### config.mk
export PLATFORM = sky130hd
export DESIGN_NAME = drs_ctrl_flat
export DESIGN_NICKNAME = d
export VERILOG_FILES = /design/src/drs_pkg.sv /design/src/drs_link_if.sv /design/src/drs_ctrl.sv /design/src/drs_timer.sv /design/src/flat_wrapper.sv
export SDC_FILE = /design/constraint.sdc
export NUM_CORES = 1
export LEC_CHECK = 0
export ABC_AREA = 1
export BUFFER_PORTS_ARGS = -buffer_cell sky130_fd_sc_hd__buf_2
export CORE_MARGIN = 2
export CORE_UTILIZATION = 45
export CTS_CLUSTER_SIZE = 40
export DETAILED_ROUTE_END_ITERATION = 8
export HOLD_SLACK_MARGIN = 0.06
export PLACE_DENSITY = 0.63
export SLEW_MARGIN = 25
export SYNTH_ARGS = -nofsm -noshare
export SYNTH_HDL_FRONTEND = slang
export SYNTH_HIERARCHICAL = 1
export SYNTH_SLANG_ARGS = --single-unit
### constraint.sdc
create_clock -name clk -period 2.6 [get_ports clk]
set_input_delay 0 -clock clk [delete_from_list [all_inputs] [get_ports clk]]
set_output_delay 0 -clock clk [all_outputs]
set_load 0.01 [all_outputs]
### src/drs_pkg.sv
package drs_pkg;

   // ----------------------------------------------------------------
   // clocks
   // ----------------------------------------------------------------
   localparam int CLK_NS = 50;
   // ck toggles every CK_HALF clk cycles
   localparam int CK_HALF = 1;
   localparam int CK_NS = 2 * CK_HALF * CLK_NS;
   localparam int TW = 10;

   // ----------------------------------------------------------------
   // timing, in ns or nCK, and the derived counts in nCK
   // ----------------------------------------------------------------
   localparam int TRFC_NS = 160;
   localparam int TRFC_NCK = (TRFC_NS + CK_NS - 1) / CK_NS;
   // average interval, so it rounds down
   localparam int TREFI_NS = 3900;
   localparam int TREFI_NCK = TREFI_NS / CK_NS;
   localparam int TXS_NS = 170;
   localparam int TXS_NCK = (TXS_NS + CK_NS - 1) / CK_NS;
   localparam int TXSDLL_NCK = 512;
   localparam int TCKE_NS = 300;
   localparam int TCKE_NCK = (TCKE_NS + CK_NS - 1) / CK_NS;
   localparam int TXP_NS = 600;
   localparam int TXP_NCK = (TXP_NS + CK_NS - 1) / CK_NS;
   localparam int TXPDLL_NS = 2400;
   localparam int TXPDLL_NCK = (TXPDLL_NS + CK_NS - 1) / CK_NS;
   localparam int TPDX_NCK = (TXP_NCK > TCKE_NCK) ? TXP_NCK : TCKE_NCK;
   localparam int TCPDED_NCK = 1;
   localparam int ODTL_NCK = 4;
   // ODTL plus half a clock, rounded up to whole clocks
   localparam int ODT_OFF_NCK = ODTL_NCK + 1;
   localparam int VREF_WR_NCK = 512;
   localparam int DEBT_LIMIT = 8;
   localparam int ROW_W = 14;

   // ----------------------------------------------------------------
   // command pins {cs_n, ras_n, cas_n, we_n}
   // ----------------------------------------------------------------
   localparam logic [3:0] CMD_REF = 4'h1;
   localparam logic [3:0] CMD_NOP = 4'h7;
   localparam logic [3:0] CMD_DES = 4'hf;

   // ----------------------------------------------------------------
   // states
   // ----------------------------------------------------------------
   typedef enum logic [2:0] {
      DRS_C_IDLE = 3'h0,
      DRS_C_REF = 3'h1,
      DRS_C_SR_ODT = 3'h2,
      DRS_C_SREF = 3'h3,
      DRS_C_PD = 3'h4
   } drs_cstate_t;

   typedef enum logic [2:0] {
      DRS_D_RST = 3'h0,
      DRS_D_IDLE = 3'h1,
      DRS_D_REF = 3'h2,
      DRS_D_SREF = 3'h3,
      DRS_D_PDE = 3'h4,
      DRS_D_PDP = 3'h5,
      DRS_D_PDA = 3'h6
   } drs_dstate_t;

endpackage

### src/drs_link_if.sv
`timescale 1ns/1ns
interface drs_link_if;
   logic ck;
   logic cke;
   logic cs_n;
   logic ras_n;
   logic cas_n;
   logic we_n;
   logic odt;
   logic mem_rst_n;

   modport ctrl (output ck, output cke, output cs_n, output ras_n, output cas_n, output we_n, output odt,
                 output mem_rst_n);
   modport dram (input ck, input cke, input cs_n, input ras_n, input cas_n, input we_n, input odt,
                 input mem_rst_n);
endinterface

### src/drs_ctrl.sv
`timescale 1ns/1ns
// Overview of operation
// refresh is cs ras cas low, we high
// refresh only with all banks precharged
// dram counts rows, banks idle after refresh
// only deselect during tRFC after refresh
// refresh every tREFI, postpone at most eight
// pull in at most eight, no further credit
// clear postponed refreshes before self-refresh
// self-refresh entry is refresh with cke low
// odt low ODTL plus half clock first
// cke held low keeps self-refresh
// dram stops dll, resets on exit
// writes wait 512 clocks if vref floated
// dram refreshes itself within tCKE
// stay in self-refresh at least tCKE
// wait tXS, tXSDLL for dll commands
// deselect through tXS, refresh before re-entry
// odt off throughout tXSDLL after exit
// power-down only when nothing busy
// dram picks precharge or active power-down
// deselect around cke fall for tCPDED
// tXP always, tXPDLL after slow exit
// power-down bounded, tCKE low and high
// signed refresh debt clamped at eight
module drs_ctrl #(
   parameter int CK_HALF = drs_pkg::CK_HALF
) (
   input wire logic clk,
   input wire logic resetn,
   drs_link_if.ctrl link,
   input wire logic ref_defer,
   input wire logic pull_in,
   input wire logic sr_req,
   input wire logic pd_req,
   input wire logic busy,
   input wire logic banks_idle,
   input wire logic mr0_a12,
   input wire logic vref_float,
   input wire logic odt_req,
   input wire logic mem_rst_req,
   output logic ref_urgent,
   output logic cmd_ok,
   output logic dll_ok,
   output logic wr_ok,
   output drs_pkg::drs_cstate_t state,
   output logic signed [4:0] ref_debt
);

   generate
      if (CK_HALF < 1 || CK_HALF > 15) begin : g_chk
         $error("drs_ctrl needs CK_HALF from 1 to 15");
      end
   endgenerate

   localparam logic signed [4:0] DMAX = 5'(drs_pkg::DEBT_LIMIT);
   localparam logic signed [4:0] DMIN = -DMAX;
   localparam int TW = drs_pkg::TW;

   // ----------------------------------------------------------------
   // link clock divider
   // ----------------------------------------------------------------
   logic [3:0] ck_cnt;
   logic ck_q;

   wire ck_flip = (ck_cnt == 4'(CK_HALF - 1));
   // pins change on the falling ck edge, so the dram sees them settled at the rise
   wire tick = ck_flip & ck_q;

   always_ff @(posedge clk or negedge resetn) begin
      if (!resetn) begin
         ck_cnt <= '0;
         ck_q <= 1'b0;
      end else if (ck_flip) begin
         ck_cnt <= '0;
         ck_q <= ~ck_q;
      end else begin
         ck_cnt <= ck_cnt + 4'h1;
      end
   end

   assign link.ck = ck_q;

   // ----------------------------------------------------------------
   // timers, stepped once per link clock
   // ----------------------------------------------------------------
   logic main_ld;
   logic [TW-1:0] main_val;
   logic main_done;
   logic dll_ld;
   logic [TW-1:0] dll_val;
   logic dll_done;
   logic refi_ld;
   logic refi_done;
   logic vref_ld;
   logic vref_done;

   drs_timer #(.W(TW)) u_main (
      .clk(clk),
      .resetn(resetn),
      .load(main_ld),
      .value(main_val),
      .step(tick),
      .done(main_done)
   );

   drs_timer #(.W(TW)) u_dll (
      .clk(clk),
      .resetn(resetn),
      .load(dll_ld),
      .value(dll_val),
      .step(tick),
      .done(dll_done)
   );

   // one tREFI interval per debt step
   drs_timer #(.W(TW)) u_refi (
      .clk(clk),
      .resetn(resetn),
      .load(refi_ld),
      .value(TW'(drs_pkg::TREFI_NCK - 1)),
      .step(tick),
      .done(refi_done)
   );

   // write hold-off after a floated reference
   drs_timer #(.W(TW)) u_vref (
      .clk(clk),
      .resetn(resetn),
      .load(vref_ld),
      .value(TW'(drs_pkg::VREF_WR_NCK)),
      .step(tick),
      .done(vref_done)
   );

   // ----------------------------------------------------------------
   // refresh debt
   // ----------------------------------------------------------------
   logic do_ref;
   logic signed [4:0] next_debt;

   // debt is frozen in self-refresh, where the dram refreshes itself
   wire in_sr = (state == drs_pkg::DRS_C_SR_ODT) | (state == drs_pkg::DRS_C_SREF);
   wire refi_inc = tick & refi_done & ~in_sr;
   wire debt_full = (ref_debt >= DMAX);
   // never refresh with a bank open
   // pull-in stops once eight are banked
   wire want_ref = banks_idle & (debt_full | ((ref_debt > 5'sh0) & ~ref_defer) | (pull_in & (ref_debt > DMIN)));

   assign refi_ld = (tick & refi_done) | in_sr;
   assign ref_urgent = debt_full;

   // clamp both ways
   always_comb begin
      next_debt = ref_debt;
      if (refi_inc && !do_ref && ref_debt < DMAX) begin
         next_debt = ref_debt + 5'sh1;
      end else if (do_ref && !refi_inc && ref_debt > DMIN) begin
         next_debt = ref_debt - 5'sh1;
      end
   end

   always_ff @(posedge clk or negedge resetn) begin
      if (!resetn) begin
         ref_debt <= '0;
      end else begin
         ref_debt <= next_debt;
      end
   end

   // ----------------------------------------------------------------
   // command sequencer
   // ----------------------------------------------------------------
   drs_pkg::drs_cstate_t next_state;
   logic [3:0] cmd;
   logic [3:0] next_cmd;
   logic next_cke;
   logic need_ref;
   logic next_need_ref;
   logic slow;
   logic next_slow;
   logic odt_hold;

   // odt held off until tXSDLL has run
   // odt off before and through self-refresh
   wire odt_block = in_sr | (odt_hold & ~dll_done);

   // tXS or tXP before commands, tXSDLL or tXPDLL before dll ones
   assign cmd_ok = (state == drs_pkg::DRS_C_IDLE) & main_done & link.mem_rst_n;
   assign dll_ok = cmd_ok & dll_done;
   assign wr_ok = dll_ok & vref_done;

   always_comb begin
      next_state = state;
      next_cmd = drs_pkg::CMD_DES;
      next_cke = link.cke;
      next_need_ref = need_ref;
      next_slow = slow;
      main_ld = 1'b0;
      main_val = '0;
      dll_ld = 1'b0;
      dll_val = '0;
      vref_ld = 1'b0;
      do_ref = 1'b0;
      if (tick && mem_rst_req) begin
         next_state = drs_pkg::DRS_C_IDLE;
         next_cke = 1'b0;
      end else if (tick) begin
         case (state)
            drs_pkg::DRS_C_IDLE: begin
               next_cke = 1'b1;
               // nothing but deselect until tXS is over
               if (main_done && link.cke) begin
                  if (want_ref) begin
                     // refresh with cke high
                     next_cmd = drs_pkg::CMD_REF;
                     do_ref = 1'b1;
                     next_need_ref = 1'b0;
                     // deselect only for tRFC
                     main_ld = 1'b1;
                     main_val = TW'(drs_pkg::TRFC_NCK);
                     next_state = drs_pkg::DRS_C_REF;
                  // no debt left; R16: one refresh since last exit
                  end else if (sr_req && banks_idle && ref_debt <= 5'sh0 && !need_ref) begin
                     main_ld = 1'b1;
                     main_val = TW'(drs_pkg::ODT_OFF_NCK);
                     next_state = drs_pkg::DRS_C_SR_ODT;
                  // cke falls for power-down only when idle of busy work
                  // no entry on negative debt, so the forced exit comes inside nine tREFI
                  end else if (pd_req && !busy && !debt_full && !ref_debt[4]) begin
                     next_cke = 1'b0;
                     next_slow = banks_idle & ~mr0_a12;
                     main_ld = 1'b1;
                     main_val = TW'(drs_pkg::TCKE_NCK);
                     next_state = drs_pkg::DRS_C_PD;
                  end
               end
            end
            drs_pkg::DRS_C_REF: begin
               if (main_done) begin
                  next_state = drs_pkg::DRS_C_IDLE;
               end
            end
            drs_pkg::DRS_C_SR_ODT: begin
               if (!sr_req || !banks_idle) begin
                  next_state = drs_pkg::DRS_C_IDLE;
               end else if (main_done) begin
                  // refresh code with cke low
                  next_cmd = drs_pkg::CMD_REF;
                  next_cke = 1'b0;
                  // minimum stay of tCKE
                  main_ld = 1'b1;
                  main_val = TW'(drs_pkg::TCKE_NCK);
                  next_state = drs_pkg::DRS_C_SREF;
               end
            end
            drs_pkg::DRS_C_SREF: begin
               // cke stays low until exit
               next_cke = 1'b0;
               if (main_done && !sr_req) begin
                  // exit is cke high with deselect
                  next_cke = 1'b1;
                  next_need_ref = 1'b1;
                  main_ld = 1'b1;
                  main_val = TW'(drs_pkg::TXS_NCK);
                  dll_ld = 1'b1;
                  dll_val = TW'(drs_pkg::TXSDLL_NCK);
                  vref_ld = vref_float;
                  next_state = drs_pkg::DRS_C_IDLE;
               end
            end
            default: begin
               // deselect through tCPDED and the whole stay
               next_cke = 1'b0;
               // tCKE low, forced out before nine tREFI
               if (main_done && (!pd_req || debt_full)) begin
                  next_cke = 1'b1;
                  // tCKE high and R21: tXP after exit
                  main_ld = 1'b1;
                  main_val = TW'(drs_pkg::TPDX_NCK);
                  // slow exit needs tXPDLL
                  dll_ld = slow;
                  dll_val = TW'(drs_pkg::TXPDLL_NCK);
                  next_state = drs_pkg::DRS_C_IDLE;
               end
            end
         endcase
      end
   end

   always_ff @(posedge clk or negedge resetn) begin
      if (!resetn) begin
         state <= drs_pkg::DRS_C_IDLE;
         cmd <= drs_pkg::CMD_DES;
         link.cke <= 1'b0;
         link.odt <= 1'b0;
         link.mem_rst_n <= 1'b0;
         need_ref <= 1'b0;
         slow <= 1'b0;
         odt_hold <= 1'b0;
      end else if (tick) begin
         state <= next_state;
         cmd <= next_cmd;
         link.cke <= next_cke;
         link.odt <= odt_req & ~odt_block;
         link.mem_rst_n <= ~mem_rst_req;
         need_ref <= next_need_ref;
         slow <= next_slow;
         odt_hold <= (state == drs_pkg::DRS_C_SREF && next_state == drs_pkg::DRS_C_IDLE) | (odt_hold & ~dll_done);
      end
   end

   assign link.cs_n = cmd[3];
   assign link.ras_n = cmd[2];
   assign link.cas_n = cmd[1];
   assign link.we_n = cmd[0];

endmodule

### src/drs_timer.sv
`timescale 1ns/1ns
module drs_timer #(
   parameter int W = drs_pkg::TW
) (
   input wire logic clk,
   input wire logic resetn,
   input wire logic load,
   input wire logic [W-1:0] value,
   input wire logic step,
   output logic done
);

   generate
      if (W < 2) begin : g_chk
         $error("drs_timer needs W of at least 2");
      end
   endgenerate

   logic [W-1:0] count;

   assign done = (count == '0);

   // load wins over step so a restart is never lost
   always_ff @(posedge clk or negedge resetn) begin
      if (!resetn) begin
         count <= '0;
      end else if (load) begin
         count <= value;
      end else if (step && !done) begin
         count <= count - 1'b1;
      end
   end

endmodule

### src/flat_wrapper.sv
// flat-port wrapper written by rule: the top's interface ports become plain ports
module drs_ctrl_flat 
#(
   parameter int CK_HALF = drs_pkg::CK_HALF
)
  (clk, resetn, ref_defer, pull_in, sr_req, pd_req, busy, banks_idle, mr0_a12, vref_float, odt_req, mem_rst_req, ref_urgent, cmd_ok, dll_ok, wr_ok, state, ref_debt, link_ck, link_cke, link_cs_n, link_ras_n, link_cas_n, link_we_n, link_odt, link_mem_rst_n);
  drs_link_if link_i ();
  input wire logic clk;
  input wire logic resetn;
  input wire logic ref_defer;
  input wire logic pull_in;
  input wire logic sr_req;
  input wire logic pd_req;
  input wire logic busy;
  input wire logic banks_idle;
  input wire logic mr0_a12;
  input wire logic vref_float;
  input wire logic odt_req;
  input wire logic mem_rst_req;
  output logic ref_urgent;
  output logic cmd_ok;
  output logic dll_ok;
  output logic wr_ok;
  output drs_pkg::drs_cstate_t state;
  output logic signed [4:0] ref_debt;
  output wire logic [$bits(link_i.ck)-1:0] link_ck;
  output wire logic [$bits(link_i.cke)-1:0] link_cke;
  output wire logic [$bits(link_i.cs_n)-1:0] link_cs_n;
  output wire logic [$bits(link_i.ras_n)-1:0] link_ras_n;
  output wire logic [$bits(link_i.cas_n)-1:0] link_cas_n;
  output wire logic [$bits(link_i.we_n)-1:0] link_we_n;
  output wire logic [$bits(link_i.odt)-1:0] link_odt;
  output wire logic [$bits(link_i.mem_rst_n)-1:0] link_mem_rst_n;
  assign link_ck = link_i.ck;
  assign link_cke = link_i.cke;
  assign link_cs_n = link_i.cs_n;
  assign link_ras_n = link_i.ras_n;
  assign link_cas_n = link_i.cas_n;
  assign link_we_n = link_i.we_n;
  assign link_odt = link_i.odt;
  assign link_mem_rst_n = link_i.mem_rst_n;
  drs_ctrl #(.CK_HALF(CK_HALF)) u_core (.clk(clk), .resetn(resetn), .link(link_i), .ref_defer(ref_defer), .pull_in(pull_in), .sr_req(sr_req), .pd_req(pd_req), .busy(busy), .banks_idle(banks_idle), .mr0_a12(mr0_a12), .vref_float(vref_float), .odt_req(odt_req), .mem_rst_req(mem_rst_req), .ref_urgent(ref_urgent), .cmd_ok(cmd_ok), .dll_ok(dll_ok), .wr_ok(wr_ok), .state(state), .ref_debt(ref_debt));
endmodule
==> results.cfg <==
[final_layout]
final_net_count = 816
final_util = 0.570
area_growth_pct = 22.7
num-fill-cells = 948
mostFrequentLayoutCells = nand2_1 (223), inv_1 (90), nor2_1 (74)
final_common_cell = nand2_1
final_layout_size_suffix_gt1_frac = 0.209
diodes = 0
final_area_mm2 = 0.00557

[clock_network]
cts_tree = yes
cts_made_buffers = 9
clock-root-buffer = clkbuf_8
cts_max_path_buffers = 2
cts_num_sinks = 60
worstSkewPairLatency_ns = 0.35
cts.reportedPaths.clkPinSlew_ns = 0.08
htree_levels = 3

[placed_design]
dpl-instance-area_mm2 = 0.00515
place_congestion = 0.887
io_buffers = 30
detailed_place_hpwl_um = 8010

[sta]
rsz0062_at_grt = yes
fmax_ghz = 0.407
fin_skew_ns = 0.0121
min_period_over_period = 0.946
fin_crit_ns = 2.46
holdWs_ns = 0.153
finalSetupViolations = 0
finalHoldViolCount = 0
setup_tns_ns = 0
slew_violations = 0

[yosys]
netlist_area_mm2 = 0.00454
synthCells = 690
ys_ff_latch = 60
yosysSeqAreaShare = 0.331
synth_warnings = 6
synth_edf_count = 0
synth.avg_cell_area_um2 = 6.58
ys_types = 39
ys_dominant_reg_cell = dfrtp_1
synth-async-reset-ratio = 1.00

[route]
drc = 0
drt_iter0_drc = 142
drtAntennaViolNets = 0
wl_met1_um = 5120
vias = 4464
wl_per_cell_um = 11.4
dr_wl_met2_um = 5020
routed_wirelength_um = 10700
firstDrtPassIters = 5
viasPerCell = 4.79
highest_layer = met4
dr_wl_met3_um = 377

[grt]
grt_max_degree = 35
grt_pass1_wl_um = 18800
grt_pass1_vias = 4292
grt_use_total = 0.205
grt_antenna_before_repair = 0
gr-total-overflow = 0

[setup_path]
path_buf_inv = 3
slowest_delay_ns = 0.39
end_kind = flip-flop
cp_top_family = simple AND/OR/NAND/NOR gates
rr_startpoint = u_core/u_main/count[0]$_DFFE_PN0P_
cp.required_ns = 2.83
arrival_ns = 2.69
path_class = reg -> reg
slowest_stage = dfrtp_1
cp-start-kind = flip-flop
crit_top_cell = nand2_1
startpoint = u_core/u_main/count[0]$_DFFE_PN0P_
cp_max_fo = 9
crit_path_cell_trace = inv_2, ha_4, nand3_4, nor3_4, inv_1, a21oi_2, nand2_1, nand2_1, nand2_1, a31oi_2, inv_2, or2_2, nand2_1, nor2_1

[power_and_ir_drop]
power_density_mw_per_mm2 = 352
power.total_mw = 1.96
peakVddDrop_mv = 0.289
p_leak_nw = 2.89

[floorplanning]
dieArea_mm2 = 0.0109
core_mm2 = 0.00977
rows = 36
ios = 32
die_h_um = 104
initial_core_util = 0.465
die_x_um = 104

[worst_hold_path]
min_from = mem_rst_req
hold_path.class = in -> reg

[run_status]
status = completed

[run]
drv_cap = 0
per-stage QoR:
stage	setup WS, ns	instances
after floorplan	0.0141	723
after global placement	0.0299	905
after detailed placement	-0.0590	905
after CTS	0.00649	927
after global routing	-0.0266	932
final	0.140	932
per-layer routing:
layer | up-vias | global-route usage
li1 | 2339 | -
met1 | 2024 | 0.269
met2 | 82 | 0.343
met3 | 19 | 0.0401
met4 | 0 | 0.0579
met5 | - | 0
cell usage after synthesis (all sizes together) (3+ instances only):
library cell	n	share of area
a31oi	3	0.0041
buf	11	0.021
o21ai	61	0.085
nor3	8	0.011
dfrtp	59	0.32
nand3	70	0.081
nor2	84	0.078
nand4	8	0.012
a21oi	6	0.0066
clkbuf	4	0.0033
ha	9	0.025
nand3b	8	0.013
inv	95	0.078
nand2	247	0.22
state kept, by name, summed over array words and instances (netlist names):
signal	cells
u_core/u_dll/count	10
u_core/u_main/count	10
u_core/u_refi/count	10
u_core/u_vref/count	10
u_core/ref_debt	5
u_core/ck_cnt	4
u_core/state	3
u_core/cmd	1
u_core/link.ck	1
u_core/link.cke	1
u_core/link.mem_rst_n	1
u_core/link.odt	1
u_core/need_ref	1
u_core/odt_hold	1
u_core/slow	1
cell families (layout without fill, tap and decap cells):
kind of cell    count (synthesis)  count (layout)  synth area share
other cells                     2              35           0.00165
fa+ha+maj                      10              10            0.0292
flops                          60              60             0.331
compound gates                 72              72            0.0994
buf+inv                       112             188             0.104
xor+xnor                        4               4           0.00771
simple gates                  430             430             0.427
where the power goes:
group,total (mW),switching [mW],internal (mW)
combinational,0.0625,0.0438,0.0187
clock,0.964,0.400,0.564
sequential,0.936,0.00131,0.934
layout make-up:
class,instances,area [µm²],share of cell area
Inverter,97,364,0.0653
Sequential cell,60,1500,0.270
Tap cell,133,166,0.0299
Clock inverter,6,87.6,0.0157
Multi-Input combinational cell,551,2800,0.502
Timing Repair Buffer,75,517,0.0927
Clock buffer,10,138,0.0247
tightest hold or removal path, cell delays in order:
cell	delay, ns
buf_2	0.13
inv_1	0.10
o21ai_0	0.09
nor2_1	0.04
nand2_1	0.05
nand2_1	0.05
final timing paths:
path / endpoint / slack [ns] / depth (start not counted)
hold / removal: u_core/link.cke$_DFFE_PN0P_ / 0.15 / 6
max in group asynchronous: u_core/u_vref/count[3]$_DFFE_PN0P_ / 1.99 / 3
setup / recovery: u_core/u_main/count[9]$_DFFE_PN0P_ / 0.14 / 14
setup reg to reg: u_core/u_main/count[9]$_DFFE_PN0P_ / 0.14 / 14
hold reg to reg: u_core/ck_cnt[0]$_DFF_PN0_ / 0.48 / 1
min in group asynchronous: u_core/u_vref/count[5]$_DFFE_PN0P_ / 0.20 / 3
timing repair:
item                                    CTS  global route
hold endpoints to repair                 62             0
hold buffers                              5             0
endpoints found under the setup margin   12            27
pin swaps                                 1             8
gates resized for setup                   1            19
setup buffers                             1             5
No activity file was read; power rests on OpenSTA's default activity.
